<file path="src/design/dbs_consts.vh">
// Constants for the DDR2 bank-state command scheduler.
// Assumes a 250 MHz command clock and a four-bank DDR2 part.
`ifndef DBS_CONSTS_VH
`define DBS_CONSTS_VH

////////////////////////////////////////////////////////////////////////////
// Clock rate and ns to cycles, rounding up for least times
`define DBS_CLK_MHZ         250
`define DBS_NS2CK(ns)       ((((ns) * `DBS_CLK_MHZ) + 999) / 1000)

// Part timings in ns (plain defaults, adjust per speed grade)
`define DBS_T_RCD_NS        15
`define DBS_T_RP_NS         15
`define DBS_T_RFC_NS        105
`define DBS_T_WTR_NS        8
`define DBS_T_WR_NS         15
// Mode register access time, in clocks
`define DBS_T_MRD_CK        2
// Least write-to-read turnaround, in clocks
`define DBS_WTR_MIN_CK      2

// A tracker count at or below this lets the next command out, since
// the pins register one edge after the decision.
`define DBS_DONE_CNT        8'h02

////////////////////////////////////////////////////////////////////////////
// Request command codes on i_req_cmd
`define DBS_CMD_ACT         3'h0
`define DBS_CMD_RD          3'h1
`define DBS_CMD_WR          3'h2
`define DBS_CMD_PRE         3'h3
`define DBS_CMD_PREA        3'h4
`define DBS_CMD_REF         3'h5
`define DBS_CMD_LM          3'h6

// Row, column, write strobe levels {ras_n, cas_n, we_n}
`define DBS_PIN_ACT         3'h3
`define DBS_PIN_RD          3'h5
`define DBS_PIN_WR          3'h4
`define DBS_PIN_PRE         3'h2
`define DBS_PIN_REF         3'h1
`define DBS_PIN_LM          3'h0
`define DBS_PIN_NOP         3'h7

// Auto precharge / all banks address bit
`define DBS_AP_BIT          10

`endif

</file>
<file path="src/design/dbs_bank.v">
// One bank's state tracker for the command scheduler.
// Strobes arrive on the edge the device registers the command.
`timescale 1ns/1ps
`default_nettype none
`include "dbs_consts.vh"

module dbs_bank #(
    parameter [7:0] T_RCD = 8'h04,
    parameter [7:0] T_RP  = 8'h04,
    parameter [7:0] T_RAP = 8'h04,
    parameter [7:0] T_WAP = 8'h0c
) (
    input  wire       i_ref_clk,
    input  wire       i_nrst,
    input  wire       i_act,
    input  wire       i_rd,
    input  wire       i_wr,
    input  wire       i_pre,
    input  wire       i_ap,
    output wire       o_idle,
    output wire       o_open,
    output wire       o_busy
);

    localparam S_IDLE = 3'h0;
    localparam S_ACTV = 3'h1;
    localparam S_OPEN = 3'h2;
    localparam S_PRE  = 3'h3;
    localparam S_RAP  = 3'h4;
    localparam S_WAP  = 3'h5;

    reg  [2:0] state;
    reg  [7:0] cnt;
    wire       done = (cnt <= `DBS_DONE_CNT);

    assign o_idle = (state == S_IDLE) || ((state == S_PRE) && done);
    assign o_open = (state == S_OPEN) || ((state == S_ACTV) && done);
    assign o_busy = !o_idle && !o_open;

    ////////////////////////////////////////////////////////////////////////
    always @(posedge i_ref_clk) begin
        if (!i_nrst) begin
            state <= S_IDLE;
            cnt   <= 8'h00;
        end else if (i_act) begin
            state <= S_ACTV;
            cnt   <= T_RCD;
        end else if (i_pre) begin
            state <= S_PRE;
            cnt   <= T_RP;
        end else if (i_rd && i_ap) begin
            state <= S_RAP;
            cnt   <= T_RAP;
        end else if (i_wr && i_ap) begin
            state <= S_WAP;
            cnt   <= T_WAP;
        end else begin
            case (state)
                S_ACTV: begin
                    if (done) begin
                        state <= S_OPEN;
                        cnt   <= 8'h00;
                    end else begin
                        cnt <= cnt - 8'h01;
                    end
                end
                S_PRE: begin
                    if (done) begin
                        state <= S_IDLE;
                        cnt   <= 8'h00;
                    end else begin
                        cnt <= cnt - 8'h01;
                    end
                end
                S_RAP, S_WAP: begin
                    // access period over, internal precharge
                    // Done fires one edge early, so tRP gets one extra
                    if (done) begin
                        state <= S_PRE;
                        cnt   <= T_RP + 8'h01;
                    end else begin
                        cnt <= cnt - 8'h01;
                    end
                end
                default: begin
                    cnt <= 8'h00;
                end
            endcase
        end
    end

endmodule
`default_nettype wire

</file>
<file path="src/design/dbs_sched.v">
// DDR2 command scheduler: takes one request at a time, holds it until
// it is legal for the tracked bank and device state, then drives it; a request that the tracked state forbids outright is rejected.
// Assumes requests come from logic on i_ref_clk; the part is already
// initialised; power-down and self refresh are not used.
`timescale 1ns/1ps
`default_nettype none
`include "dbs_consts.vh"

// Summary of operation
// - Never command a bank in transition; others may proceed.
// - Refresh, mode access, precharge all: only deselect until done.
// - Refresh and load mode only with all banks idle, no burst.
// - Unlisted state and command pairs are never issued.
// - Precharge all only when every bank may be precharged.
// - Write after a read only once the read burst completed.
// - Other banks take commands their own state allows.
// - Concurrent auto precharge; no read and write data contention.
// - Write to read turnaround is max of two and tWTR clocks.
// - After write AP: read CL-1+BL/2+tWTR, write BL/2, else 1.
// - After read AP: read BL/2, write BL/2+2, else 1.
module dbs_sched #(
    parameter CL     = 5,
    parameter BL     = 8,
    parameter ADDR_W = 13
) (
    input  wire              i_ref_clk,
    input  wire              i_nrst,
    input  wire              i_req_valid,
    input  wire [2:0]        i_req_cmd,
    input  wire [1:0]        i_req_bank,
    input  wire              i_req_ap,
    input  wire [ADDR_W-1:0] i_req_addr,
    output reg               o_req_done,
    output reg               o_req_reject,
    output reg               o_cke,
    output reg               o_cs_n,
    output reg               o_ras_n,
    output reg               o_cas_n,
    output reg               o_we_n,
    output reg  [1:0]        o_ba,
    output reg  [ADDR_W-1:0] o_addr
);

    ////////////////////////////////////////////////////////////////////////
    // Cycle counts
    localparam integer RCD_I = `DBS_NS2CK(`DBS_T_RCD_NS);
    localparam integer RP_I  = `DBS_NS2CK(`DBS_T_RP_NS);
    localparam integer RFC_I = `DBS_NS2CK(`DBS_T_RFC_NS);
    localparam integer WR_I  = `DBS_NS2CK(`DBS_T_WR_NS);
    localparam integer WTC_I = `DBS_NS2CK(`DBS_T_WTR_NS);
    localparam integer WTR_I = (WTC_I > `DBS_WTR_MIN_CK) ?
                               WTC_I : `DBS_WTR_MIN_CK;
    localparam integer MRD_I = `DBS_T_MRD_CK;
    localparam integer HB_I  = BL / 2;
    localparam integer W2R_I = (CL - 1) + HB_I + WTR_I;
    localparam integer R2W_I = HB_I + 2;
    // write recovery ends the access period
    localparam integer WAP_I = (CL - 1) + HB_I + WR_I;

    localparam [7:0] T_RCD = RCD_I[7:0];
    localparam [7:0] T_RP  = RP_I[7:0];
    localparam [7:0] T_RFC = RFC_I[7:0];
    localparam [7:0] T_MRD = MRD_I[7:0];
    localparam [7:0] T_HB  = HB_I[7:0];
    localparam [7:0] T_W2R = W2R_I[7:0];
    localparam [7:0] T_R2W = R2W_I[7:0];
    localparam [7:0] T_WAP = WAP_I[7:0];

    ////////////////////////////////////////////////////////////////////////
    function [2:0] pin_code;
        input [2:0] cmd;
        begin
            case (cmd)
                `DBS_CMD_ACT:  pin_code = `DBS_PIN_ACT;
                `DBS_CMD_RD:   pin_code = `DBS_PIN_RD;
                `DBS_CMD_WR:   pin_code = `DBS_PIN_WR;
                `DBS_CMD_PRE:  pin_code = `DBS_PIN_PRE;
                `DBS_CMD_PREA: pin_code = `DBS_PIN_PRE;
                `DBS_CMD_REF:  pin_code = `DBS_PIN_REF;
                `DBS_CMD_LM:   pin_code = `DBS_PIN_LM;
                default:       pin_code = `DBS_PIN_NOP;
            endcase
        end
    endfunction

    function [7:0] max8;
        input [7:0] a;
        input [7:0] b;
        begin
            max8 = (a > b) ? a : b;
        end
    endfunction

    function [7:0] dec8;
        input [7:0] a;
        begin
            dec8 = (a != 8'h00) ? (a - 8'h01) : 8'h00;
        end
    endfunction

    ////////////////////////////////////////////////////////////////////////
    // Command as registered by the device this edge
    reg  [2:0] iss_cmd;
    reg  [1:0] iss_bank;
    reg        iss_ap;
    wire       iss_rd = o_req_done && (iss_cmd == `DBS_CMD_RD);
    wire       iss_wr = o_req_done && (iss_cmd == `DBS_CMD_WR);

    wire [3:0] b_idle;
    wire [3:0] b_open;
    wire [3:0] b_busy;

    genvar g;
    generate
        for (g = 0; g < 4; g = g + 1) begin : bank
            wire sel = (iss_bank == g);
            dbs_bank #(
                .T_RCD (T_RCD),
                .T_RP  (T_RP),
                .T_RAP (T_HB),
                .T_WAP (T_WAP)
            ) u_bank (
                .i_ref_clk (i_ref_clk),
                .i_nrst    (i_nrst),
                .i_act     (o_req_done && sel &&
                            (iss_cmd == `DBS_CMD_ACT)),
                .i_rd      (iss_rd && sel),
                .i_wr      (iss_wr && sel),
                .i_pre     (o_req_done &&
                            ((iss_cmd == `DBS_CMD_PREA) ||
                             (sel && (iss_cmd == `DBS_CMD_PRE)))),
                .i_ap      (iss_ap),
                .o_idle    (b_idle[g]),
                .o_open    (b_open[g]),
                .o_busy    (b_busy[g])
            );
        end
    endgenerate

    ////////////////////////////////////////////////////////////////////////
    // Shared device state and cross-bank spacing
    reg  [7:0] glob_cnt;
    reg  [7:0] wait_rd;
    reg  [7:0] wait_wr;

    always @(posedge i_ref_clk) begin
        if (!i_nrst) begin
            glob_cnt <= 8'h00;
            wait_rd  <= 8'h00;
            wait_wr  <= 8'h00;
        end else begin
            if (o_req_done && (iss_cmd == `DBS_CMD_REF)) begin
                glob_cnt <= T_RFC;
            end else if (o_req_done && (iss_cmd == `DBS_CMD_LM)) begin
                glob_cnt <= T_MRD;
            end else if (o_req_done && (iss_cmd == `DBS_CMD_PREA)) begin
                glob_cnt <= T_RP;
            end else begin
                glob_cnt <= dec8(glob_cnt);
            end
            // burst spacing on the shared data bus
            if (iss_rd) begin
                wait_rd <= max8(dec8(wait_rd), T_HB);
                wait_wr <= max8(dec8(wait_wr), T_R2W);
            end else if (iss_wr) begin
                wait_rd <= max8(dec8(wait_rd), T_W2R);
                wait_wr <= max8(dec8(wait_wr), T_HB);
            end else begin
                wait_rd <= dec8(wait_rd);
                wait_wr <= dec8(wait_wr);
            end
        end
    end

    ////////////////////////////////////////////////////////////////////////
    // Legality of the pending request
    wire bi     = b_idle[i_req_bank];
    wire bo     = b_open[i_req_bank];
    wire rd_ok  = (wait_rd <= `DBS_DONE_CNT);
    wire wr_ok  = (wait_wr <= `DBS_DONE_CNT);
    wire g_busy = (glob_cnt > `DBS_DONE_CNT);
    reg  ok;
    reg  bad;

    always @* begin
        ok  = 1'b0;
        bad = 1'b0;
        case (i_req_cmd)
            // a busy bank just waits; others unaffected
            `DBS_CMD_ACT: begin
                ok  = bi;
                bad = bo;
            end
            `DBS_CMD_RD: begin
                ok  = bo && rd_ok;
                bad = bi;
            end
            // write waits out read burst and turnaround
            `DBS_CMD_WR: begin
                ok  = bo && wr_ok;
                bad = bi;
            end
            `DBS_CMD_PRE: begin
                ok  = bi || bo;
            end
            // every bank must be able to precharge
            `DBS_CMD_PREA: begin
                ok  = &(b_idle | b_open);
            end
            `DBS_CMD_REF, `DBS_CMD_LM: begin
                ok  = (&b_idle) && rd_ok && wr_ok;
                bad = |b_open;
            end
            default: begin
                bad = 1'b1;
            end
        endcase
    end

    // One free cycle after each answer, so a held request is not reissued
    wire free = i_req_valid && !o_req_done && !o_req_reject;
    wire go   = free && ok && !g_busy;

    ////////////////////////////////////////////////////////////////////////
    // Pin and answer registers
    always @(posedge i_ref_clk) begin
        if (!i_nrst) begin
            o_req_done   <= 1'b0;
            o_req_reject <= 1'b0;
            o_cke        <= 1'b0;
            o_cs_n       <= 1'b1;
            o_ras_n      <= 1'b1;
            o_cas_n      <= 1'b1;
            o_we_n       <= 1'b1;
            o_ba         <= 2'h0;
            o_addr       <= {ADDR_W{1'b0}};
            iss_cmd      <= `DBS_CMD_ACT;
            iss_bank     <= 2'h0;
            iss_ap       <= 1'b0;
        end else begin
            // commands are sampled with CKE held high
            o_cke        <= 1'b1;
            o_req_done   <= go;
            o_req_reject <= free && bad && !go;
            iss_cmd      <= i_req_cmd;
            iss_bank     <= i_req_bank;
            iss_ap       <= i_req_ap;
            if (go) begin
                o_cs_n <= 1'b0;
                {o_ras_n, o_cas_n, o_we_n} <= pin_code(i_req_cmd);
                o_ba   <= i_req_bank;
                o_addr <= i_req_addr;
                if ((i_req_cmd == `DBS_CMD_RD) ||
                    (i_req_cmd == `DBS_CMD_WR)) begin
                    o_addr[`DBS_AP_BIT] <= i_req_ap;
                end else if (i_req_cmd == `DBS_CMD_PRE) begin
                    o_addr[`DBS_AP_BIT] <= 1'b0;
                end else if (i_req_cmd == `DBS_CMD_PREA) begin
                    o_addr[`DBS_AP_BIT] <= 1'b1;
                end
            end else begin
                // deselect between commands; device work carries on
                o_cs_n <= 1'b1;
                {o_ras_n, o_cas_n, o_we_n} <= `DBS_PIN_NOP;
            end
        end
    end

endmodule
`default_nettype wire

</file>
<file path="config.mk">
export PLATFORM = sky130hd
export DESIGN_NAME = dbs_sched
export DESIGN_NICKNAME = d
export VERILOG_FILES = /design/src/design/dbs_bank.v /design/src/design/dbs_sched.v
export VERILOG_INCLUDE_DIRS = /design/src /design/src/design
export SDC_FILE = /design/constraint.sdc
export NUM_CORES = 1
export LEC_CHECK = 0
export BUFFER_PORTS_ARGS = -buffer_cell sky130_fd_sc_hd__buf_4
export CAP_MARGIN = 20
export CELL_PAD_IN_SITES_DETAIL_PLACEMENT = 2
export CELL_PAD_IN_SITES_GLOBAL_PLACEMENT = 2
export CORE_MARGIN = 5
export CORE_UTILIZATION = 36
export CTS_CLUSTER_SIZE = 30
export DETAILED_ROUTE_END_ITERATION = 6
export PLACE_DENSITY = 0.81
export SYNTH_ARGS = -nofsm -noshare
export SYNTH_HDL_FRONTEND = slang
export SYNTH_SLANG_ARGS = --single-unit
</file>
<file path="constraint.sdc">
create_clock -name i_ref_clk -period 3.85 [get_ports i_ref_clk]
set_input_delay 0.1925 -clock i_ref_clk [delete_from_list [all_inputs] [get_ports i_ref_clk]]
set_output_delay 0.1925 -clock i_ref_clk [all_outputs]
set_load 0.02 [all_outputs]
</file>
== Word-level counts from Yosys, hierarchy flattened ==
Index checks and enable logic that the tools add are counted.
Storage, ports and cells
  register bits: 96
  input port bits: 22
  output and inout bits: 22
  word-level logic and storage cells: 360
Operators by class
  add/subtract/negate cells: 7
  magnitude comparators: 12
  equal/unequal tests: 71
  mux-type cells: 86
  bitwise gates (word level): 3
  reduce and logical (&&, ||, !) cells: 140
Operator list (number)
  $mux 8: 18
  $mux 3: 32
  $pmux 8 s2: 4
  $reduce_and 4->1: 14
  $sub 8x1->8 const B: 7
  $logic_and 1x1->1: 55
  $le 8x2->1 const B: 6
  $ne 6x3->1 const B: 8
  $eq 3x3->1 const B: 14
  $ne 5x3->1 const B: 8
  $eq 3x2->1 const B: 12
  $pmux 3 s3: 4
  $ne 4x3->1 const B: 8
  $reduce_or 2->1: 15
  $reduce_bool 7->1: 4
  $reduce_or 5->1: 5
  $gt 8x3->1 const B: 3
  $ne 6x1->1 const B: 4
  $reduce_bool 6->1: 4
  $reduce_bool 8->1: 3
  $mux 5: 4
  $ne 5x1->1 const B: 4
  $reduce_bool 5->1: 4
  $reduce_or 4->1: 5
  other kinds (22): 74

== Logic depth before layout (Yosys ltp) ==
Gate-level depths: netlist (run 1).
  word-level depth: 11
  mapped depth: 11
  mapped depth without buffers: 9

== Cells and area by module ==
From an unflattened synthesis (run 1), not the netlist that was laid out.
Second synthesis, totals
  cell total of the unflattened synthesis: 663
  area, all modules: 5554.1 µm²
Modules (own cells, without submodules)
  dbs_sched: times used 1, cells an instance 363, area an instance 2976.6 µm², sequential area each 1041.0 µm²
  dbs_bank: times used 4, cells an instance 75, area an instance 644.4 µm², sequential area each 220.2 µm²

== Least setup slack after synthesis (run 1) ==
No wires, ideal clock.
  path type: register to register
  from: register bank[1].u_bank.cnt[5]
  to: register o_addr[10]
  setup time: 0.072 ns
  arrival time: 2.904 ns
  data required time: 3.778 ns
  slack: 0.874 ns
  cell stages (with the launch flop): 10
  buffers on the path: 2
  clock period less this slack: 2.976 ns
  cells stage by stage: dfxtp_1 -> or4_4 -> or4_4 -> buf_6 -> a221o_1 -> a222oi_1 -> o211ai_1 -> a311oi_2 -> buf_6 -> mux2i_1
Between the ends
  word-level cells in the longest chain between the ends: 9
  elaborated cells between the ends (all ways): 20
  those cells by class: order compare: 1; mux: 5; bitwise: 1; reduce/logical: 13
Ends and longest elaborated chain
  start, declared: RTL line dbs_bank.v:33  | reg [7:0] cnt;
  start signal, assigned: RTL line dbs_bank.v:64  | cnt <= cnt - 8'h01;
  start signal, assigned: RTL line dbs_bank.v:72  | cnt <= cnt - 8'h01;
  start signal, assigned: RTL line dbs_bank.v:80  | cnt <= T_RP + 8'h01;
  $le 8x2->1 (no line) (*)
  $logic_and 1x1->1, on equally long branches: RTL line dbs_bank.v:36, dbs_bank.v:37
  $logic_or 1x1->1, on equally long branches: RTL line dbs_bank.v:36, dbs_bank.v:37
  $bmux 1 s2 (tied with other cells): RTL line dbs_sched.v:177  | wire bi = b_idle[i_req_bank];
  $mux 1 (not written as such) (tied with other cells): RTL line dbs_sched.v:177
  $logic_or 1x1->1 (tied with other cells): RTL line dbs_sched.v:204  | ok = bi || bo;
  $pmux 1 s6 (*): RTL line dbs_sched.v:188  | case (i_req_cmd)
  $logic_and 1x1->1 (*) (2 in series): RTL line dbs_sched.v:222  | wire go = free && ok && !g_busy;
  end signal, assigned: RTL line dbs_sched.v:236  | o_addr <= {ADDR_W{1'b0}};
  end signal, assigned: RTL line dbs_sched.v:252  | o_addr <= i_req_addr;
  end signal, assigned by index: RTL line dbs_sched.v:255  | o_addr[`DBS_AP_BIT] <= i_req_ap;
  end, declared: RTL line dbs_sched.v:41  | output reg [ADDR_W-1:0] o_addr
Mark *: on every way between the ends. The rest lies on a longest branch, timed or not. The select of a mux whose other input is x is not followed.
A chain may end at the register's enable or synchronous reset.

== Worst setup path in the final report (run 1) ==
  from: register bank[0].u_bank.cnt[5]
  to: register o_ba[0]
Between the ends
  word-level cells in the longest chain between the ends: 9
  elaborated cells between the ends (all ways): 20
  those cells by class: order compare: 1; mux: 5; bitwise: 1; reduce/logical: 13
Ends and longest elaborated chain
  start, declared: RTL line dbs_bank.v:33
  start signal, assigned: RTL line dbs_bank.v:64
  start signal, assigned: RTL line dbs_bank.v:72
  start signal, assigned: RTL line dbs_bank.v:80
  $le 8x2->1 (no line) (*)
  $logic_and 1x1->1, on equally long branches: RTL line dbs_bank.v:36, dbs_bank.v:37
  $logic_or 1x1->1, on equally long branches: RTL line dbs_bank.v:36, dbs_bank.v:37
  $bmux 1 s2 (tied with other cells): RTL line dbs_sched.v:177
  $mux 1 (not written as such) (tied with other cells): RTL line dbs_sched.v:177
  $logic_or 1x1->1 (tied with other cells): RTL line dbs_sched.v:204
  $pmux 1 s6 (*): RTL line dbs_sched.v:188
  $logic_and 1x1->1 (*) (2 in series): RTL line dbs_sched.v:222
  end signal, assigned: RTL line dbs_sched.v:251  | o_ba <= i_req_bank;
  end, declared: RTL line dbs_sched.v:40  | output reg [1:0] o_ba,
Marked as above.

==> out/metrics.sh, run 1 <==
RUN_STATUS='complete, no violations'
CTS_BUFFER_DEPTH=2
POST_SYNTH_AND_OR_NAND_NOR_AREA_FRACTION_PCT=27.91
YOSYS.AREA_SHARE.XOR_XNOR_PCT=7.074
NUM_ANTENNA_CELLS=0
WORST-SETUP-PATH-TYPE='flip-flop to flip-flop'
DRC=0
TNS_PS=0
FP-ROW-COUNT=44
DRIVE_GT1_SHARE_PCT=10.56
VIAS=4822
INTPOWER_mW=2.050
CRITPATHMOSTFREQUENTCELL='sky130_fd_sc_hd__or4_1'
WORST_SLACK_PS=312.6
TOTAL_DETAILED_ROUTING_WIRELENGTH_UM=16730
CLOCK_SINK_COUNT=96
SYN_AVG_CELL_AREA_UM2=8.000
FINAL_NET_COUNT=715
SYNTH_AREA_UM2=5200
POWER.CLOCK.FRACTION_PCT=26.5
POWER_DENSITY_nW_PER_UM2=563.2
DIE_Y_UM=130.2
ASYNC_FLOP_SHARE_PCT=0
WORST_PATH_CELL_WITH_THE_LONGEST_STAGE_DELAY='sky130_fd_sc_hd__or4_1'
DIE_W_UM=130.2
CRIT_START_CATEGORY='flip-flop'
IOPINCOUNT=44
FINAL-HOLD-VIOLATION-COUNT=0
TIMING.HOLD.WS_PS=65.16
CRITPATHMAXSTAGEDELAY_PS=710
MAX_FREQ_MHz=282.7
GRT.OVERFLOW.TOTAL=0
H-TREE-DEPTH=3
FLOORPLAN.INITIALDENSITY_PCT=36.19
SYNTH_FP_NETS=688
CRITICAL_PATH.CELL_CHAIN='or4_1, or4_1, a221o_1, a222oi_1, o211ai_1, a311oi_4, buf_4, mux2i_1'
POSTCTSHOLDBUFS=0
SYNTHDOMINANTAREACELLTYPE='sky130_fd_sc_hd__dfxtp_1'
SYNTH_MOST_COMMON_CELL='sky130_fd_sc_hd__dfxtp_1'
POSTCTSSETUPREPAIRBUFS=0
GRT_SETUP_UNREPAIRED='false'
TRITONCTS='built'
WORST_PATH_REQUIRED_PS=4140
PLACE.DETAILED.HPWL_UM=12190
CRITPATHMAXFANOUT=20
YOSYS_MOST_USED_DFF='sky130_fd_sc_hd__dfxtp_1'
PORT_BUFFERS=43
REPORT.FINAL.SETUP_VIOL=0
CP-END-KIND='flip-flop'
COMPOUND_GATE_PORTION_OF_THE_SYNTHESIZED_AREA_PCT=15.81
GRT_PASS1_WL_UM=27570
DETAIL_ROUTE.FIRST_PASS.ITERATIONS=4
SYNTH.CELLS.MOST_FREQUENT='96 x sky130_fd_sc_hd__dfxtp_1, 81 x sky130_fd_sc_hd__nor2_1, 72 x sky130_fd_sc_hd__nand2_1'
GRTUSAGETOTAL_PCT=20.60
POWER_FRAC_COMB_PCT=35.3
WIRE_PER_INST_UM=19.32
FIN_CRIT_SH_PCT=91.88
SYNTHDISTINCTLIBCELLS=62
NUMBER_OF_DRC_MARKERS_IN_ITERATION_0=226
SYNTH_WARNINGS=0
CTS_INSERTED_BUFFERS=9
GATE_COUNT_OF_THE_MAPPED_NETLIST=650
GRT_MAX_DEGREE=61
CORE_UM2=14370
SYNTH-ADDER-AREA-SHARE_PCT=3.850
COMBINATIONAL_FAMILY_WITH_THE_MOST_AREA_AFTER_SYNTHESIS='simple AND/OR/NAND/NOR gates'
YS_SEQ_AREA_SHARE_PCT=36.96
AREA_DELTA_SYNTH_FINAL_PCT=14.17
TIMING.REG2REG.SETUP_SLACK_PS=310
DETAIL-ROUTE-ANTENNA-NETS=0
WORST-SLEW-PIN-TRANSITION_PS=1091
P_SW_mW=1.294
P_LEAK_nW=2.339
SYNTHDOMINANTCELLAREASHARE_PCT=36.96
VIAS_IN_THE_FIRST_GLOBAL_ROUTE=5395
DETAIL_ROUTE.VIAS_PER_CELL=5.568
CRITPATHARRIVALTIME_PS=3820
SYNTH.AREA.MUX_SHARE_PCT=3.705
SYNTH-EDFF-COUNT=0
P_SEQ_SHARE_PCT=38.2
CTS.REPORTEDPATHS.CLKPINSLEW_PS=80
MAXSLEWVIOLCOUNT=0
POSTLAYOUTCOREUTIL_PCT=41.32
MAX-VDD-IR-DROP_mV=0.2096
GLOBALPLACE.CONGESTION=0.8717
TIMING.CLOCK.SKEW_PS=11.85
CTS_ROOT_BUF='sky130_fd_sc_hd__clkbuf_16'
ANTENNA_FOUND_INITIAL=0
LAYOUT_MIN_CYCLE_TIME_PS=3537
MAX_CAP_VIOLATIONS=0
SYNTH.TOP_CELLS.BY_AREA='sky130_fd_sc_hd__dfxtp_1 37%, sky130_fd_sc_hd__nor2_1 5.8%, sky130_fd_sc_hd__nand2_1 5.2%'
TIMING.SLEW.HEADROOM_PCT=26.34
PRE_CTS_WS_PS=296.7
CLOCK_LATENCY_PS=360
POST_CTS_RESIZE_COUNT=0
FP.DIEAREA_UM2=16950
POWER_SWITCHING_SHARE_PCT=38.71
HOLD_CLASS='input port to flip-flop'
COUNT_OF_STATE_ELEMENTS_AFTER_SYNTHESIS=96
==> per-stage QoR <==
step / total power [mW] / instances / area [um^2]
finish: 3.344 / 866 / 5937
global route: 3.569 / 866 / 5937
CTS: 3.386 / 866 / 5937
detailed placement: 2.469 / 850 / 5655
global placement: 2.365 / 850 / 5655
floorplan: 2.119 / 650 / 5200
==> cell families after synthesis <==
kind of cell,count (synthesis)
adders and majority gates,16
buffers and inverters,59
xor gates and xnor gates,42
muxes,18
AOI/OAI and AO/OA,125
and+or+nand+nor,294
DFF,96
==> state kept, by name, indices dropped and copies added (netlist names) <==
signal             flops
bank.u_bank.cnt       32
o_addr                13
bank.u_bank.state     12
glob_cnt               8
wait_rd                8
wait_wr                8
iss_cmd                3
iss_bank               2
o_ba                   2
iss_ap                 1
o_cas_n                1
o_cke                  1
o_cs_n                 1
o_ras_n                1
o_req_done             1
o_req_reject           1
o_we_n                 1
==> power groups by stage <==
stage	registers, mW	logic, mW	clock network [mW]
2_1_floorplan	1.25	0.869	0
3_3_place_gp	1.28	1.08	0
3_5_place_dp	1.30	1.17	0
4_1_cts	1.28	1.19	0.915
5_1_grt	1.30	1.32	0.950
6_report	1.28	1.18	0.886
==> path summary, 6_finish.rpt <==
| path | cells after the start | startpoint | to |
|---|---|---|---|
| max reg2reg | 8 | bank[0].u_bank.cnt[5] | o_ba[0] |
| min reg2reg | 2 | o_addr[12] | o_addr[12] |
| max | 8 | bank[0].u_bank.cnt[5] | o_ba[0] |
| min | 2 | i_req_ap | iss_ap |
==> cell usage in the layout (no fill, tap or decap), types with 4 or more instances in the layout <==
cell                        instances
sky130_fd_sc_hd__dfxtp_1           96
sky130_fd_sc_hd__nor2_1            81
sky130_fd_sc_hd__nand2_1           72
sky130_fd_sc_hd__buf_4             47
sky130_fd_sc_hd__a21oi_1           38
sky130_fd_sc_hd__nor3_1            34
sky130_fd_sc_hd__inv_1             27
sky130_fd_sc_hd__xnor2_1           23
sky130_fd_sc_hd__o21ai_0           21
sky130_fd_sc_hd__xor2_1            19
sky130_fd_sc_hd__nand3_1           18
sky130_fd_sc_hd__mux2i_1           17
sky130_fd_sc_hd__ha_1              16
sky130_fd_sc_hd__nand2b_1          14
sky130_fd_sc_hd__nor4_1            13
sky130_fd_sc_hd__nor3b_1           10
sky130_fd_sc_hd__nand4_1            9
sky130_fd_sc_hd__a31oi_1            9
sky130_fd_sc_hd__o21a_1             9
sky130_fd_sc_hd__clkbuf_16          9
sky130_fd_sc_hd__nor2b_1            7
sky130_fd_sc_hd__o22ai_1            7
sky130_fd_sc_hd__and2_1             5
sky130_fd_sc_hd__a211oi_1           5
sky130_fd_sc_hd__nand3b_1           5
sky130_fd_sc_hd__or4_1              4
sky130_fd_sc_hd__or2_2              4
==> layout make-up <==
type	count	area [um^2]
clock buffer	10	229.0
clock inverter	6	52.55
fill	1656	8432
inverter	28	105.1
multi-input combinational	495	3045
sequential	96	1922
tap	184	230.2
timing repair buffer	47	352.8
==> routing by layer <==
layer / global-route usage (%) / up-vias / part of all wire (%)
met5: 0 / - / 0
met4: 6.479 / 0 / 1.7
met3: 4.093 / 19 / 2.9
met2: 37.66 / 46 / 51
met1: 24.09 / 2405 / 44
li1: - / 2352 / -
==> worst max-delay path: cells and delay by family (launching register included) <==
| kind | cells | cell delay (ps) |
|---|---|---|
| AOI/OAI and AO/OA | 4 | 1210 |
| buffers and inverters | 1 | 360 |
| DFF | 1 | 330 |
| muxes | 1 | 260 |
| and+or+nand+nor | 2 | 1310 |
No activity file was read; power rests on OpenSTA's default activity.
==> run 2, diff against run 1 <==
- CORE_UTILIZATION: 36 -> 32
- CTS_CLUSTER_DIAMETER: unset -> 120
- PLACE_DENSITY: 0.81 -> 0.73
==> run 2 against run 1 <==
  * Combinational power is essentially flat
  * Final cell count up 3.8%
  * Die area is 12% higher
==> out/metrics.sh, run 2 (same netlist as run 1, synthesis figures left out) <==
POST_CTS_RESIZE_COUNT=0  # unchanged
TOTALPOWERFINAL_mW=3.501  # +4.7%
FINAL_NET_COUNT=716  # +0.14%
TIMING.CLOCK.SKEW_PS=12.16  # +0.3190 ps
MAX_FREQ_MHz=295.6  # +4.6%
FINAL-HOLD-VIOLATION-COUNT=0  # unchanged
CTS.REPORTEDPATHS.CLKPINSLEW_PS=70  # about the same
RUN_STATUS='complete, no violations'
FILLERINSTANCES=1868  # +13%
IOPINCOUNT=44  # unchanged
COMMONEST_NON_FILL_NON_TAP_CELLS_IN_THE_LAYOUT='96 x sky130_fd_sc_hd__dfxtp_1, 81 x sky130_fd_sc_hd__nor2_1, 72 x sky130_fd_sc_hd__nand2_1'
DRIVE_GT1_SHARE_PCT=10.69  # +0.13 points
GRT_MAX_DEGREE=60  # -1.6%
MAX_CAP_VIOLATIONS=0  # unchanged
PORT_BUFFERS=43  # unchanged
DIE_W_UM=137.5  # +5.6%
GLOBALPLACE.CONGESTION=0.8128  # -6.8%
POSTCTSSETUPREPAIRBUFS=0  # unchanged
MAX-VDD-IR-DROP_mV=0.2334  # +11%
MAXSLEWVIOLCOUNT=0  # unchanged
FIN_CRIT_SH_PCT=87.86  # -4.0 points
WORST-SLEW-PIN-TRANSITION_PS=944.2  # -146.9 ps
NUMPLACEDINSTANCES=883  # +3.9%
NUMBER_OF_DRC_MARKERS_IN_ITERATION_0=135  # -40%
TIMING.HOLD.WS_PS=77.82  # +12.66 ps
REG2REG_DEPTH=8  # unchanged
CTS_INSERTED_BUFFERS=9  # unchanged
P_LEAK_nW=2.377  # +1.6%
DETAIL-ROUTE-ANTENNA-NETS=0  # unchanged
FP.DIEAREA_UM2=18900  # +12%
FLOORPLAN.INITIALDENSITY_PCT=32.73  # -3.5 points
TIMING.SLEW.HEADROOM_PCT=36.25  # +9.9 points
GRTUSAGETOTAL_PCT=18.23  # -2.4 points
TOTAL_DETAILED_ROUTING_WIRELENGTH_UM=16380  # -2.1%
DETAILED_PLACE.AREA_UM2=5703  # +0.84%
REGISTERS.TOP_BY_FF_COUNT='bank.u_bank.cnt'
FINAL_DESIGN_AREA_NO_FILL_UM2=6047  # +1.9%
DETAIL_ROUTE.VIAS_PER_CELL=5.313  # -4.6%
LARGEST_REGISTER_FFS=32  # unchanged
WIRE_PER_INST_UM=18.21  # -5.7%
VIAS=4776  # -0.95%
POSTLAYOUTCOREUTIL_PCT=38.07  # -3.3 points
GRT.OVERFLOW.TOTAL=0  # unchanged
GRT_PASS1_WL_UM=27090  # -1.8%
LAYOUT_COMMONEST_CELL='sky130_fd_sc_hd__dfxtp_1'
H-TREE-DEPTH=3  # unchanged
TNS_PS=0  # unchanged
DETAIL_ROUTE.FIRST_PASS.ITERATIONS=4  # unchanged
PLACE.DETAILED.HPWL_UM=12020  # -1.4%
FIN_CELLS=899  # +3.8%
CP-END-KIND='flip-flop'
VIAS_IN_THE_FIRST_GLOBAL_ROUTE=5278  # -2.2%
REG.LARGEST.LIST='bank.u_bank.cnt (32), o_addr (13), bank.u_bank.state (12)'
CRITPATHMAXFANOUT=20  # unchanged
CTS_ROOT_BUF='sky130_fd_sc_hd__clkbuf_16'
POSTCTSHOLDBUFS=0  # unchanged
AREA_DELTA_SYNTH_FINAL_PCT=16.29
WORST-SETUP-PATH-TYPE='flip-flop to flip-flop'
NUM_ANTENNA_CELLS=0  # unchanged
WORST_PATH_REQUIRED_PS=4130  # about the same
HOLD_CLASS='input port to flip-flop'
REPORT.FINAL.SETUP_VIOL=0  # unchanged
GRT_SETUP_UNREPAIRED='false'
DIE_Y_UM=137.5  # +5.6%
CLOCK_LATENCY_PS=360  # about the same
POWER_DENSITY_nW_PER_UM2=578.9  # +2.8%
DRC=0  # unchanged
FP-ROW-COUNT=46  # +4.5%
CRIT_START_CATEGORY='flip-flop'
CLOCK_SINK_COUNT=96  # unchanged
ANTENNA_FOUND_INITIAL=0  # unchanged
TRITONCTS='built'
CTS_BUFFER_DEPTH=2  # unchanged
PRE_CTS_WS_PS=412.5  # +115.8 ps
WORSTHOLDPATHCELLS=3  # +1
WORST_SLACK_PS=467.3  # +154.7 ps
CORE_UM2=15890  # +11%
LAYOUT_MIN_CYCLE_TIME_PS=3383  # -154.7 ps
CRITPATHARRIVALTIME_PS=3670  # -150 ps
==> run 2: cell count changes in the layout (fill, tap and decap cells not counted), sizes merged <==
cell,before,now
clkinv,3,1
bufinv,0,3
buf,47,48
clkinvlp,2,1
==> run 2: final timing paths <==
kind / slack [ps] / from / endpoint
min: 80 / i_req_addr[4] / o_addr[4]
max reg2reg: 470 / bank[0].u_bank.cnt[3] / o_addr[10]
min reg2reg: 470 / o_addr[5] / o_addr[5]
max: 470 / bank[0].u_bank.cnt[3] / o_addr[10]
==> run 2: routing by layer <==
layer | GRT usage, % | up-vias | part of all wire (%)
met5 | 0 | - | 0
met4 | 5.710 | 0 | 1.6
met3 | 3.287 | 19 | 1.7
met2 | 33.68 | 39 | 53
met1 | 21.17 | 2373 | 44
li1 | - | 2345 | -
==> run 2: area by class of cell <==
class                   instances  area [um^2]  share of cell area, %
well taps                     216        270.3                  4.469
clock inverters                 6        115.1                  1.904
clock buffers                  10        229.0                  3.786
multi-input cells             495         3045                  50.36
inverters                      28        105.1                  1.738
flip-flops and latches         96         1922                  31.78
repair buffers                 48        360.3                  5.959
==> run 2: critical path, stage by stage, from the launching register on <==
cell and delay, ps:
sky130_fd_sc_hd__dfxtp_1 340, sky130_fd_sc_hd__or4_1 580, sky130_fd_sc_hd__or4_1 700, sky130_fd_sc_hd__a221o_1 360
sky130_fd_sc_hd__a222oi_1 270, sky130_fd_sc_hd__o211ai_1 180, sky130_fd_sc_hd__a311oi_4 280, sky130_fd_sc_hd__buf_4 360
sky130_fd_sc_hd__mux2i_1 220
==> run 2: report_power, final <==
group,leakage (nW),switching [mW],total (mW),internal (mW)
combinational,1.43,0.689,1.17,0.480
sequential,0.781,0.152,1.27,1.12
clock,0.164,0.418,1.06,0.640
